## src/rosel_pkg.sv

```systemverilog
// Constants and register map of the remappable output selector bank.
// Assumes a 32-bit classic Wishbone slave port with byte addressing.
package rosel_pkg;

  // Widths
  localparam int unsigned DATA_W = 32;
  localparam int unsigned ADR_W = 14;
  localparam int unsigned IDX_W = 12;
  localparam int unsigned SEL_W = 5;
  localparam int unsigned REG_W = 8;
  localparam int unsigned SELIDX_W = 4;
  localparam int unsigned BE_W = 4;
  localparam int unsigned NUM_SEL = 15;
  localparam int unsigned NUM_SEL_SMALL = 9;
  localparam int unsigned NUM_CODE = 32;
  localparam int unsigned PIN_FIRST = 10;
  localparam int unsigned IDX_LSB = 2;

  // Register indices; byte address is four times the index
  localparam logic [IDX_W-1:0] IDX_REMAP_OUT_SEL_PIN10 = 12'heca;
  localparam logic [IDX_W-1:0] IDX_REMAP_OUT_SEL_PIN11 = 12'hecb;
  localparam logic [IDX_W-1:0] IDX_REMAP_OUT_SEL_PIN12 = 12'hecc;
  localparam logic [IDX_W-1:0] IDX_REMAP_OUT_SEL_PIN13 = 12'hecd;
  localparam logic [IDX_W-1:0] IDX_REMAP_OUT_SEL_PIN14 = 12'hece;
  localparam logic [IDX_W-1:0] IDX_REMAP_OUT_SEL_PIN15 = 12'hecf;
  localparam logic [IDX_W-1:0] IDX_REMAP_OUT_SEL_PIN16 = 12'hed0;
  localparam logic [IDX_W-1:0] IDX_REMAP_OUT_SEL_PIN17 = 12'hed1;
  localparam logic [IDX_W-1:0] IDX_REMAP_OUT_SEL_PIN18 = 12'hed2;
  localparam logic [IDX_W-1:0] IDX_REMAP_OUT_SEL_PIN19 = 12'hed3;
  localparam logic [IDX_W-1:0] IDX_REMAP_OUT_SEL_PIN20 = 12'hed4;
  localparam logic [IDX_W-1:0] IDX_REMAP_OUT_SEL_PIN21 = 12'hed5;
  localparam logic [IDX_W-1:0] IDX_REMAP_OUT_SEL_PIN22 = 12'hed6;
  localparam logic [IDX_W-1:0] IDX_REMAP_OUT_SEL_PIN23 = 12'hed7;
  localparam logic [IDX_W-1:0] IDX_REMAP_OUT_SEL_PIN24 = 12'hed8;
  localparam logic [IDX_W-1:0] IDX_REMAP_LOCK = 12'hee0;

  // Fields and reset values
  localparam int unsigned LOCK_BIT = 0;
  localparam int unsigned LANE0 = 0;
  localparam logic [SEL_W-1:0] SEL_RST = 5'h00;
  localparam logic LOCK_RST = 1'b0;
  localparam logic [DATA_W-1:0] DATA_ZERO = 32'h0000_0000;

  // Register index of a byte address
  function automatic logic [IDX_W-1:0] reg_index(input logic [ADR_W-1:0] adr);
    return adr[ADR_W-1:IDX_LSB];
  endfunction

endpackage

```

## src/rosel_addr_decode.sv

```systemverilog
// Address decoder of the selector bank.
// Assumes a byte address from a Wishbone slave; purely combinational.
`timescale 1ns/1ps
module rosel_addr_decode
  import rosel_pkg::*;
(
  // Request
  input wire logic [ADR_W-1:0] adr_i,
  input wire logic large_pkg_i,
  // Decode
  output logic sel_hit_o,
  output logic [SELIDX_W-1:0] sel_idx_o,
  output logic lock_hit_o
);

  logic [IDX_W-1:0] idx;
  logic [IDX_W-1:0] last;

  always_comb begin
    idx = reg_index(adr_i);
    // Upper selectors do not exist on the small package
    last = large_pkg_i ? IDX_REMAP_OUT_SEL_PIN24 : IDX_REMAP_OUT_SEL_PIN18; // RQ5
    sel_hit_o = (idx >= IDX_REMAP_OUT_SEL_PIN10) && (idx <= last);
    sel_idx_o = SELIDX_W'(idx - IDX_REMAP_OUT_SEL_PIN10);
    lock_hit_o = (idx == IDX_REMAP_LOCK);
  end

endmodule // rosel_addr_decode

```

## src/rosel_pin_mux.sv

```systemverilog
// Output selector of one remappable pin.
// Assumes peripheral and port outputs are on the system clock.
`timescale 1ns/1ps
module rosel_pin_mux
  import rosel_pkg::*;
(
  // Selection
  input wire logic [SEL_W-1:0] code_i,
  input wire logic [NUM_CODE-1:0] defined_i,
  // Sources
  input wire logic [NUM_CODE-1:0] periph_i,
  input wire logic gpio_i,
  // Result
  output logic pin_o,
  output logic remap_o
);

  always_comb begin
    remap_o = defined_i[code_i]; // RQ6
    pin_o = remap_o ? periph_i[code_i] : gpio_i; // RQ1
  end

endmodule // rosel_pin_mux

```

## src/rosel_top.sv

```systemverilog
// Remappable output selector bank for pins 10 to 24 with a global lock.
// Assumes a classic Wishbone master on clk_i and peripherals on the same clock.
//
// How it works
// (RQ1) Each pin has a five-bit code choosing which peripheral output drives it.
// (RQ2) Bits above the code in each selector ignore writes and read zero.
// (RQ3) Selectors always read back; writes land only while the lock bit is clear.
// (RQ4) Reset clears every selector code to zero.
// (RQ5) Selectors for pins 19 to 24 exist only on the larger package.
// (RQ6) A code naming no defined function leaves the pin under port control.
//
// The implementer's own choice: the Wishbone interface to the registers.
`timescale 1ns/1ps
module rosel_top
  import rosel_pkg::*;
#(
  parameter bit LARGE_PKG = 1'b1,
  parameter logic [NUM_CODE-1:0] FUNC_DEFINED = 32'hffff_fffe
) (
  // Clock and reset
  input wire logic clk_i,
  input wire logic rst_i,
  // Wishbone slave
  input wire logic wb_cyc_i,
  input wire logic wb_stb_i,
  input wire logic wb_we_i,
  input wire logic [ADR_W-1:0] wb_adr_i,
  input wire logic [BE_W-1:0] wb_sel_i,
  input wire logic [DATA_W-1:0] wb_dat_i,
  output logic [DATA_W-1:0] wb_dat_o,
  output logic wb_ack_o,
  // Function sources
  input wire logic [NUM_CODE-1:0] periph_out_i,
  input wire logic [NUM_SEL-1:0] gpio_out_i,
  // Pins
  output logic [NUM_SEL-1:0] pin_out_o,
  output logic [NUM_SEL-1:0] pin_remap_o,
  output logic remap_lock_o
);

  localparam int unsigned NUM_PRESENT = LARGE_PKG ? NUM_SEL : NUM_SEL_SMALL;

  // Bus state
  logic ack_q;
  logic ack_d;
  logic [DATA_W-1:0] dat_q;
  logic [DATA_W-1:0] dat_d;

  // Selector and lock state
  logic [NUM_SEL-1:0][SEL_W-1:0] sel_q;
  logic [NUM_SEL-1:0][SEL_W-1:0] sel_d;
  logic lock_q;
  logic lock_d;

  // Pin state
  logic [NUM_SEL-1:0] pin_q;
  logic [NUM_SEL-1:0] pin_d;
  logic [NUM_SEL-1:0] remap_q;
  logic [NUM_SEL-1:0] remap_d;

  // Decode
  logic req;
  logic wr_en;
  logic sel_hit;
  logic lock_hit;
  logic [SELIDX_W-1:0] sel_idx;
  logic [NUM_SEL-1:0] mux_pin;
  logic [NUM_SEL-1:0] mux_remap;

  rosel_addr_decode u_decode (
    .adr_i(wb_adr_i),
    .large_pkg_i(LARGE_PKG),
    .sel_hit_o(sel_hit),
    .sel_idx_o(sel_idx),
    .lock_hit_o(lock_hit)
  );

  genvar gi;
  generate
    for (gi = 0; gi < NUM_SEL; gi++) begin : g_pin
      rosel_pin_mux u_mux (
        .code_i(sel_q[gi]),
        .defined_i(FUNC_DEFINED),
        .periph_i(periph_out_i),
        .gpio_i(gpio_out_i[gi]),
        .pin_o(mux_pin[gi]),
        .remap_o(mux_remap[gi])
      );
    end
  endgenerate

  // Bus handshake: ack one cycle after the request, write at the ack edge
  always_comb begin
    req = wb_cyc_i && wb_stb_i;
    wr_en = req && ack_q && wb_we_i && wb_sel_i[LANE0];
    ack_d = req && !ack_q;
    dat_d = dat_q;
    if (ack_d) begin
      dat_d = DATA_ZERO;
      if (sel_hit) begin
        dat_d = DATA_W'(sel_q[sel_idx]); // RQ2
      end else if (lock_hit) begin
        dat_d[LOCK_BIT] = lock_q;
      end
    end
  end

  always_ff @(posedge clk_i) begin
    if (rst_i) begin
      ack_q <= 1'b0;
      dat_q <= DATA_ZERO;
    end else begin
      ack_q <= ack_d;
      dat_q <= dat_d;
    end
  end

  // Selector and lock updates
  always_comb begin
    sel_d = sel_q;
    lock_d = lock_q;
    if (wr_en && sel_hit && !lock_q) begin // RQ3
      sel_d[sel_idx] = wb_dat_i[SEL_W-1:0]; // RQ1
    end
    if (wr_en && lock_hit) begin
      lock_d = wb_dat_i[LOCK_BIT];
    end
  end

  always_ff @(posedge clk_i) begin
    if (rst_i) begin
      for (int i = 0; i < NUM_SEL; i++) begin
        sel_q[i] <= SEL_RST; // RQ4
      end
      lock_q <= LOCK_RST;
    end else begin
      sel_q <= sel_d;
      lock_q <= lock_d;
    end
  end

  // Pin drive; absent pins stay on port control
  always_comb begin
    for (int i = 0; i < NUM_SEL; i++) begin
      if (i < NUM_PRESENT) begin
        pin_d[i] = mux_pin[i];
        remap_d[i] = mux_remap[i]; // RQ6
      end else begin
        pin_d[i] = gpio_out_i[i]; // RQ5
        remap_d[i] = 1'b0;
      end
    end
  end

  always_ff @(posedge clk_i) begin
    if (rst_i) begin
      pin_q <= '0;
      remap_q <= '0;
    end else begin
      pin_q <= pin_d;
      remap_q <= remap_d;
    end
  end

  assign wb_ack_o = ack_q;
  assign wb_dat_o = dat_q;
  assign pin_out_o = pin_q;
  assign pin_remap_o = remap_q;
  assign remap_lock_o = lock_q;
endmodule // rosel_top

```

## config.mk

```make
export PLATFORM = sky130hd
export DESIGN_NAME = rosel_top
export DESIGN_NICKNAME = d
export VERILOG_FILES = /design/src/rosel_pkg.sv /design/src/rosel_addr_decode.sv /design/src/rosel_pin_mux.sv /design/src/rosel_top.sv
export SDC_FILE = /design/constraint.sdc
export NUM_CORES = 1
export LEC_CHECK = 0
export BUFFER_PORTS_ARGS = -buffer_cell sky130_fd_sc_hd__buf_2
export CAP_MARGIN = 20
export CORE_MARGIN = 3
export CORE_UTILIZATION = 30
export CTS_CLUSTER_DIAMETER = 100
export CTS_CLUSTER_SIZE = 40
export DETAILED_ROUTE_END_ITERATION = 7
export GPL_TIMING_DRIVEN = 1
export PLACE_DENSITY = 0.49
export SLEW_MARGIN = 20
export SYNTH_ARGS = -nofsm -noshare
export SYNTH_HDL_FRONTEND = slang
export SYNTH_SLANG_ARGS = --single-unit
```

## constraint.sdc

```tcl
create_clock -name clk_i -period 2.9 [get_ports clk_i]
set_input_delay 0.87 -clock clk_i [delete_from_list [all_inputs] [get_ports clk_i]]
set_output_delay 0.87 -clock clk_i [all_outputs]
set_load 0.02 [all_outputs]
```

# Yosys cells after proc, flatten, opt, wreduce, memory -nomap -nowiden
# Memory sizes are Yosys's and may differ from the RTL's. A register that Yosys moved wholly into a read port is not among the register bits.
# Index checks and enable logic that the tools add are counted.
# W data, S select, Z words.
dict set report classes {
  reduce_logical 12
  n_addsub 1
  div_mod_pow 0
  n_lt_le_gt_ge 19
  mux 98
  n_eq_ne 1
  bitwise 0
  shifts 0
  n_mul 0
}
# cell count
set ops {}
lappend ops {{$mux W5} 32}
lappend ops {{$lt A5 B6 Y1 const B} 15}
lappend ops {{$bmux W1 S5} 15}
lappend ops {{$bwmux W75} 1}
lappend ops {{$mux W1} 47}
lappend ops {{$bmux W5 S4} 1}
lappend ops {{$demux W5 S4} 1}
lappend ops {{$eq A12 B12 Y1 const B} 1}
lappend ops {{$ge A12 B12 Y1 const B} 1}
lappend ops {{$le A12 B12 Y1 const B} 1}
lappend ops {{$logic_and A1 B1 Y1} 10}
lappend ops {{$lt A4 B5 Y1 const B} 1}
lappend ops {{$ge A4 B1 Y1 const B} 1}
lappend ops {{$mux W4} 1}
lappend ops {{$sub A4 B4 Y4 const B} 1}
lappend ops {{$logic_not A1 Y1} 2}
dict set report word_totals {
  regBits 139
  mem_bits_rw 0
  output_inout_bits 64
  memories 15
  romBits 480
  wordCells 166
  latch_bits 0
  input_bits 102
}
# memory words width rd rd_clocked_by_memory_dff wr line
set memory_table {}
lappend memory_table {{(no name shown)} 32 1 1 1 0 rosel_pin_mux.sv:19} ;# remap_o = defined_i[code_i];
lappend memory_table {{(no name shown)} 32 1 1 1 0 rosel_pin_mux.sv:19}
lappend memory_table {{(no name shown)} 32 1 1 1 0 rosel_pin_mux.sv:19}
lappend memory_table {{(no name shown)} 32 1 1 1 0 rosel_pin_mux.sv:19}
lappend memory_table {{(no name shown)} 32 1 1 1 0 rosel_pin_mux.sv:19}
lappend memory_table {{(no name shown)} 32 1 1 1 0 rosel_pin_mux.sv:19}
lappend memory_table {{+9 memories} - - - - - -}

# Longest topological paths before layout
dict set report logic_depth {
  depth_word 8
  mapped_depth 11
  mapped_depth_nobuf 7
}

# Hierarchy
# Synthesis repeated with hierarchy kept, for this count alone.
dict set report unflattened {
  cells_unflattened 1108
  hier_area_um2 13670.6
}
# mod seq_area_each_um2 cells_per_inst area_per_inst_um2 n_inst
set modules_own_cells {}
lappend modules_own_cells {rosel_pin_mux 0.0 42 575.6 15}
lappend modules_own_cells {rosel_top 2242.2 456 4878.4 1}
lappend modules_own_cells {rosel_addr_decode 0.0 22 158.9 1}

# Worst setup path before layout
# OpenSTA, ideal clock, no wires.
dict set report synth_timing {
  path_type {input to register}
  start {input port wb_adr_i[3]}
  end {register g_pin[7].u_mux.remap_o (netlist name)}
  path_buffers 4
  arrival_ns 2.941
  path_stages 11
  slack_ns -0.181
  setup_time_ns 0.140
  required_ns 2.760
  path_cell_list {buf_2 inv_1 ha_1 clkbuf_1 inv_1 clkbuf_1 nand2_1 or4_1 clkbuf_1 nor3_1 a211oi_1}
}
# element line
set synth_rtl {}
lappend synth_rtl {{start, declared} rosel_top.sv:27} ;# input wire logic [ADR_W-1:0] wb_adr_i,

==> flow_metrics.tcl <==
set metrics [dict create \
    outcome "completed" \
    highest-signal-layer "met4" \
    path_max_fanout 21 \
    vias 9024 \
    synth_xor_area_share_pct 0.362 \
    slew_headroom_pct 54.5 \
    peakVddDrop_mv 0.423 \
    layout_commonest_cell "mux2i_1" \
    critPathLaunchType "input pin" \
    slew_violations 0 \
    ctsHtreeMaxLevel 4 \
    drt-met1-wl_microns 16300 \
    dieArea_sq_um 35700 \
    first_pass_iters 5 \
    fin_crit_sh_pct 85.9 \
    grt_max_degree 46 \
    maxCapViolCount 0 \
    syn_inst 1001 \
    hold_end "wb_dat_o[3]" \
    layout-drive-gt1-share_pct 32.8 \
    drt_iter0_drc 969 \
    worstHoldStart "wb_dat_o[3]" \
    ctsHoldBuffers 0 \
    grt_pass1_wl_microns 57200 \
    globalRouteTotalUtil_pct 21.4 \
    end_kind "flop" \
    place_area_sq_um 11100 \
    hold-path-cell-count 2 \
    totalWireLength_microns 38700 \
    mostFrequentLayoutCells "130 x mux2i_1, 127 x dfxtp_1, 113 x mux4_2" \
    cp_data_arrival_time_ns 2.81 \
    cts_setup_buffers 0 \
    routedWlPerCell_microns 25.5 \
    hold_violations 0 \
    multi_input_area_sq_um 6890 \
    num-fill-cells 3349 \
    die_h_microns 189 \
    setup_viol 0 \
    clk_pin_slew_ns 0.07 \
    area_growth_pct 16.0 \
    r2r_end "pin_out_o[5]" \
    synthArstFlopShare_pct 0 \
    reg2regPathDepth 4 \
    synth_edf_count 0 \
    reg2reg_slack_ns 0.57 \
    first_global_vias 8645 \
    port_buffers 106 \
    insertion_delay_ns 0.45 \
    chipWidth_microns 189 \
    via_per_inst 5.95 \
    fin_nets 1165 \
    synth_warnings 0 \
    clk_path_buf_depth 2 \
    tightest_slew_ns 0.682 \
    num_rows 66 \
    synth_top_area_cell "mux4_2" \
    root_buffer "clkbuf_16" \
    seq_area_frac_synth_pct 25.3 \
    yosys-top-cells-area "mux4_2 25%, dfxtp_1 25%, mux2i_1 13%" \
    core-area_sq_um 32800 \
    start_util_pct 30.6 \
    remaining_drc_errors 0 \
    regArea_sq_um 2540 \
    antenna_found_initial 1 \
    synth.cell_area_sq_um 10000 \
    antenna_left 0 \
    muxShareOfSynthArea_pct 41.5 \
    pin_count 166 \
    rsz0062_at_grt "false" \
    globalplace.congestion 0.886 \
    finClkSkew_ns 0.0153 \
    cts_tree "built" \
    synth_compound_area_share_pct 9.72 \
    dr_wl_met2_microns 17800 \
    finalSetupTns_ns 0 \
    clock_sinks 127 \
    synth_top_area_share_pct 25.4 \
    r2r_start "sel_q[25]" \
    critPathKind "in -> reg" \
    leakagePower_nw 4.31 \
    crit_required_ns 3.22 \
    power_density_nw_per_um2 399 \
    fin_area_sq_um 11600 \
    synth_top_family_by_area "multiplexers" \
    numCtsBuffers 17 \
    min_path_type "reg -> reg" \
    cts_repair_resize_count 0 \
    yosys.area_share.adder_pct 0.374 \
    grt-ovfl-total 0 \
    fin_crit_ns 2.49 \
    timing.fmax_mhz 402 \
    avgSynthCellArea_sq_um 10.0 \
    wl_met3_microns 3480 \
    yosys.cell_types.count 55 \
    ys_seq_elements 127 \
    power.total_mw 4.65 \
    synthSimpleGateAreaFrac_pct 15.5 \
    synth-main-ff-cell "dfxtp_1" \
    dpl.hpwl_microns 25700 \
]
[cell type report]
class | instances | area share [%]
Sequential cell | 127 | 21.8
Multi-Input combinational cell | 741 | 59.1
Clock buffer | 17 | 3.65
Antenna cell | 1 | 0.0215
Clock inverter | 15 | 1.27
Tap cell | 442 | 4.75
Timing Repair Buffer | 163 | 9.00
Inverter | 10 | 0.322
[metrics by stage]
stage	hold slack (ns)	setup slack, ns	instances	utilization [%]
after floorplan	0.429	-0.0161	1027	-
after global placement	0.434	-0.00736	1483	33.8
after detailed placement	0.441	-0.0289	1483	33.8
after CTS	0.457	0.422	1515	35.5
after global routing	0.481	0.299	1515	35.5
final	0.451	0.410	1516	35.5
[routing by layer]
layer / vias up / global-route usage (%)
met5: - / 0
met4: 0 / 7.71
met3: 84 / 5.00
met2: 476 / 33.3
met1: 4547 / 29.1
li1: 3917 / -
[worst max path at each step]
stage | startpoint | to | slack (ns)
after floorplan | wb_adr_i[3] | g_pin[8].u_mux.remap_o | -0.02
after global placement | wb_adr_i[3] | g_pin[2].u_mux.remap_o | -0.007
after detailed placement | wb_adr_i[3] | g_pin[2].u_mux.remap_o | -0.03
after CTS | wb_adr_i[3] | g_pin[2].u_mux.remap_o | 0.42
after global routing | wb_adr_i[3] | g_pin[2].u_mux.remap_o | 0.30
final | wb_adr_i[3] | g_pin[2].u_mux.remap_o | 0.41
[critical path, cell delays in order]
cell,delay [ns]
buf_2,0.14
inv_1,0.11
ha_1,0.29
xor2_4,0.29
nand2_4,0.07
buf_4,0.15
nor4_2,0.33
buf_4,0.31
and3_1,0.19
nor3_1,0.04
[state kept, by name, summed over array words and instances, names as in the netlist]
| register | count |
|---|---|
| wb_dat_o | 5 |
| g_pin.u_mux.remap_o | 15 |
| remap_lock_o | 1 |
| wb_ack_o | 1 |
| sel_q | 75 |
| pin_remap_o | 15 |
| pin_out_o | 15 |
[synthesized netlist by cell type (6+ instances only)]
master / n
or4_1: 14
nand2_1: 48
dfxtp_1: 127
nor4_1: 12
mux4_2: 113
nor3_1: 15
o211ai_1: 20
a21oi_1: 41
nand4b_1: 6
clkbuf_1: 104
mux2_2: 28
mux2i_1: 130
nand4_1: 13
and4_1: 6
nand3b_1: 19
o21ai_0: 13
nand3_1: 27
buf_2: 13
o21ai_1: 10
a2111oi_0: 8
nor2_1: 90
o211a_1: 8
buf_4: 27
inv_1: 10
nor2b_1: 22
a31oi_1: 21
[power breakdown]
part / internal, mW / total [mW] / switching [mW]
registers: 1.76 / 1.76 / 0.00354
logic: 0.249 / 0.690 / 0.440
clock network: 1.21 / 2.20 / 0.993
[cells by family (layout without fill, tap and decap cells)]
kind of cell	count (synthesis)	in the layout
adders and majority gates	3	3
and+or+nand+nor	291	291
xor gates and xnor gates	2	2
buffers and inverters	159	205
AOI/OAI and AO/OA	147	147
muxes	271	271
other	1	28
DFF	127	127
Note: power is estimated with default switching activity, not from simulation.
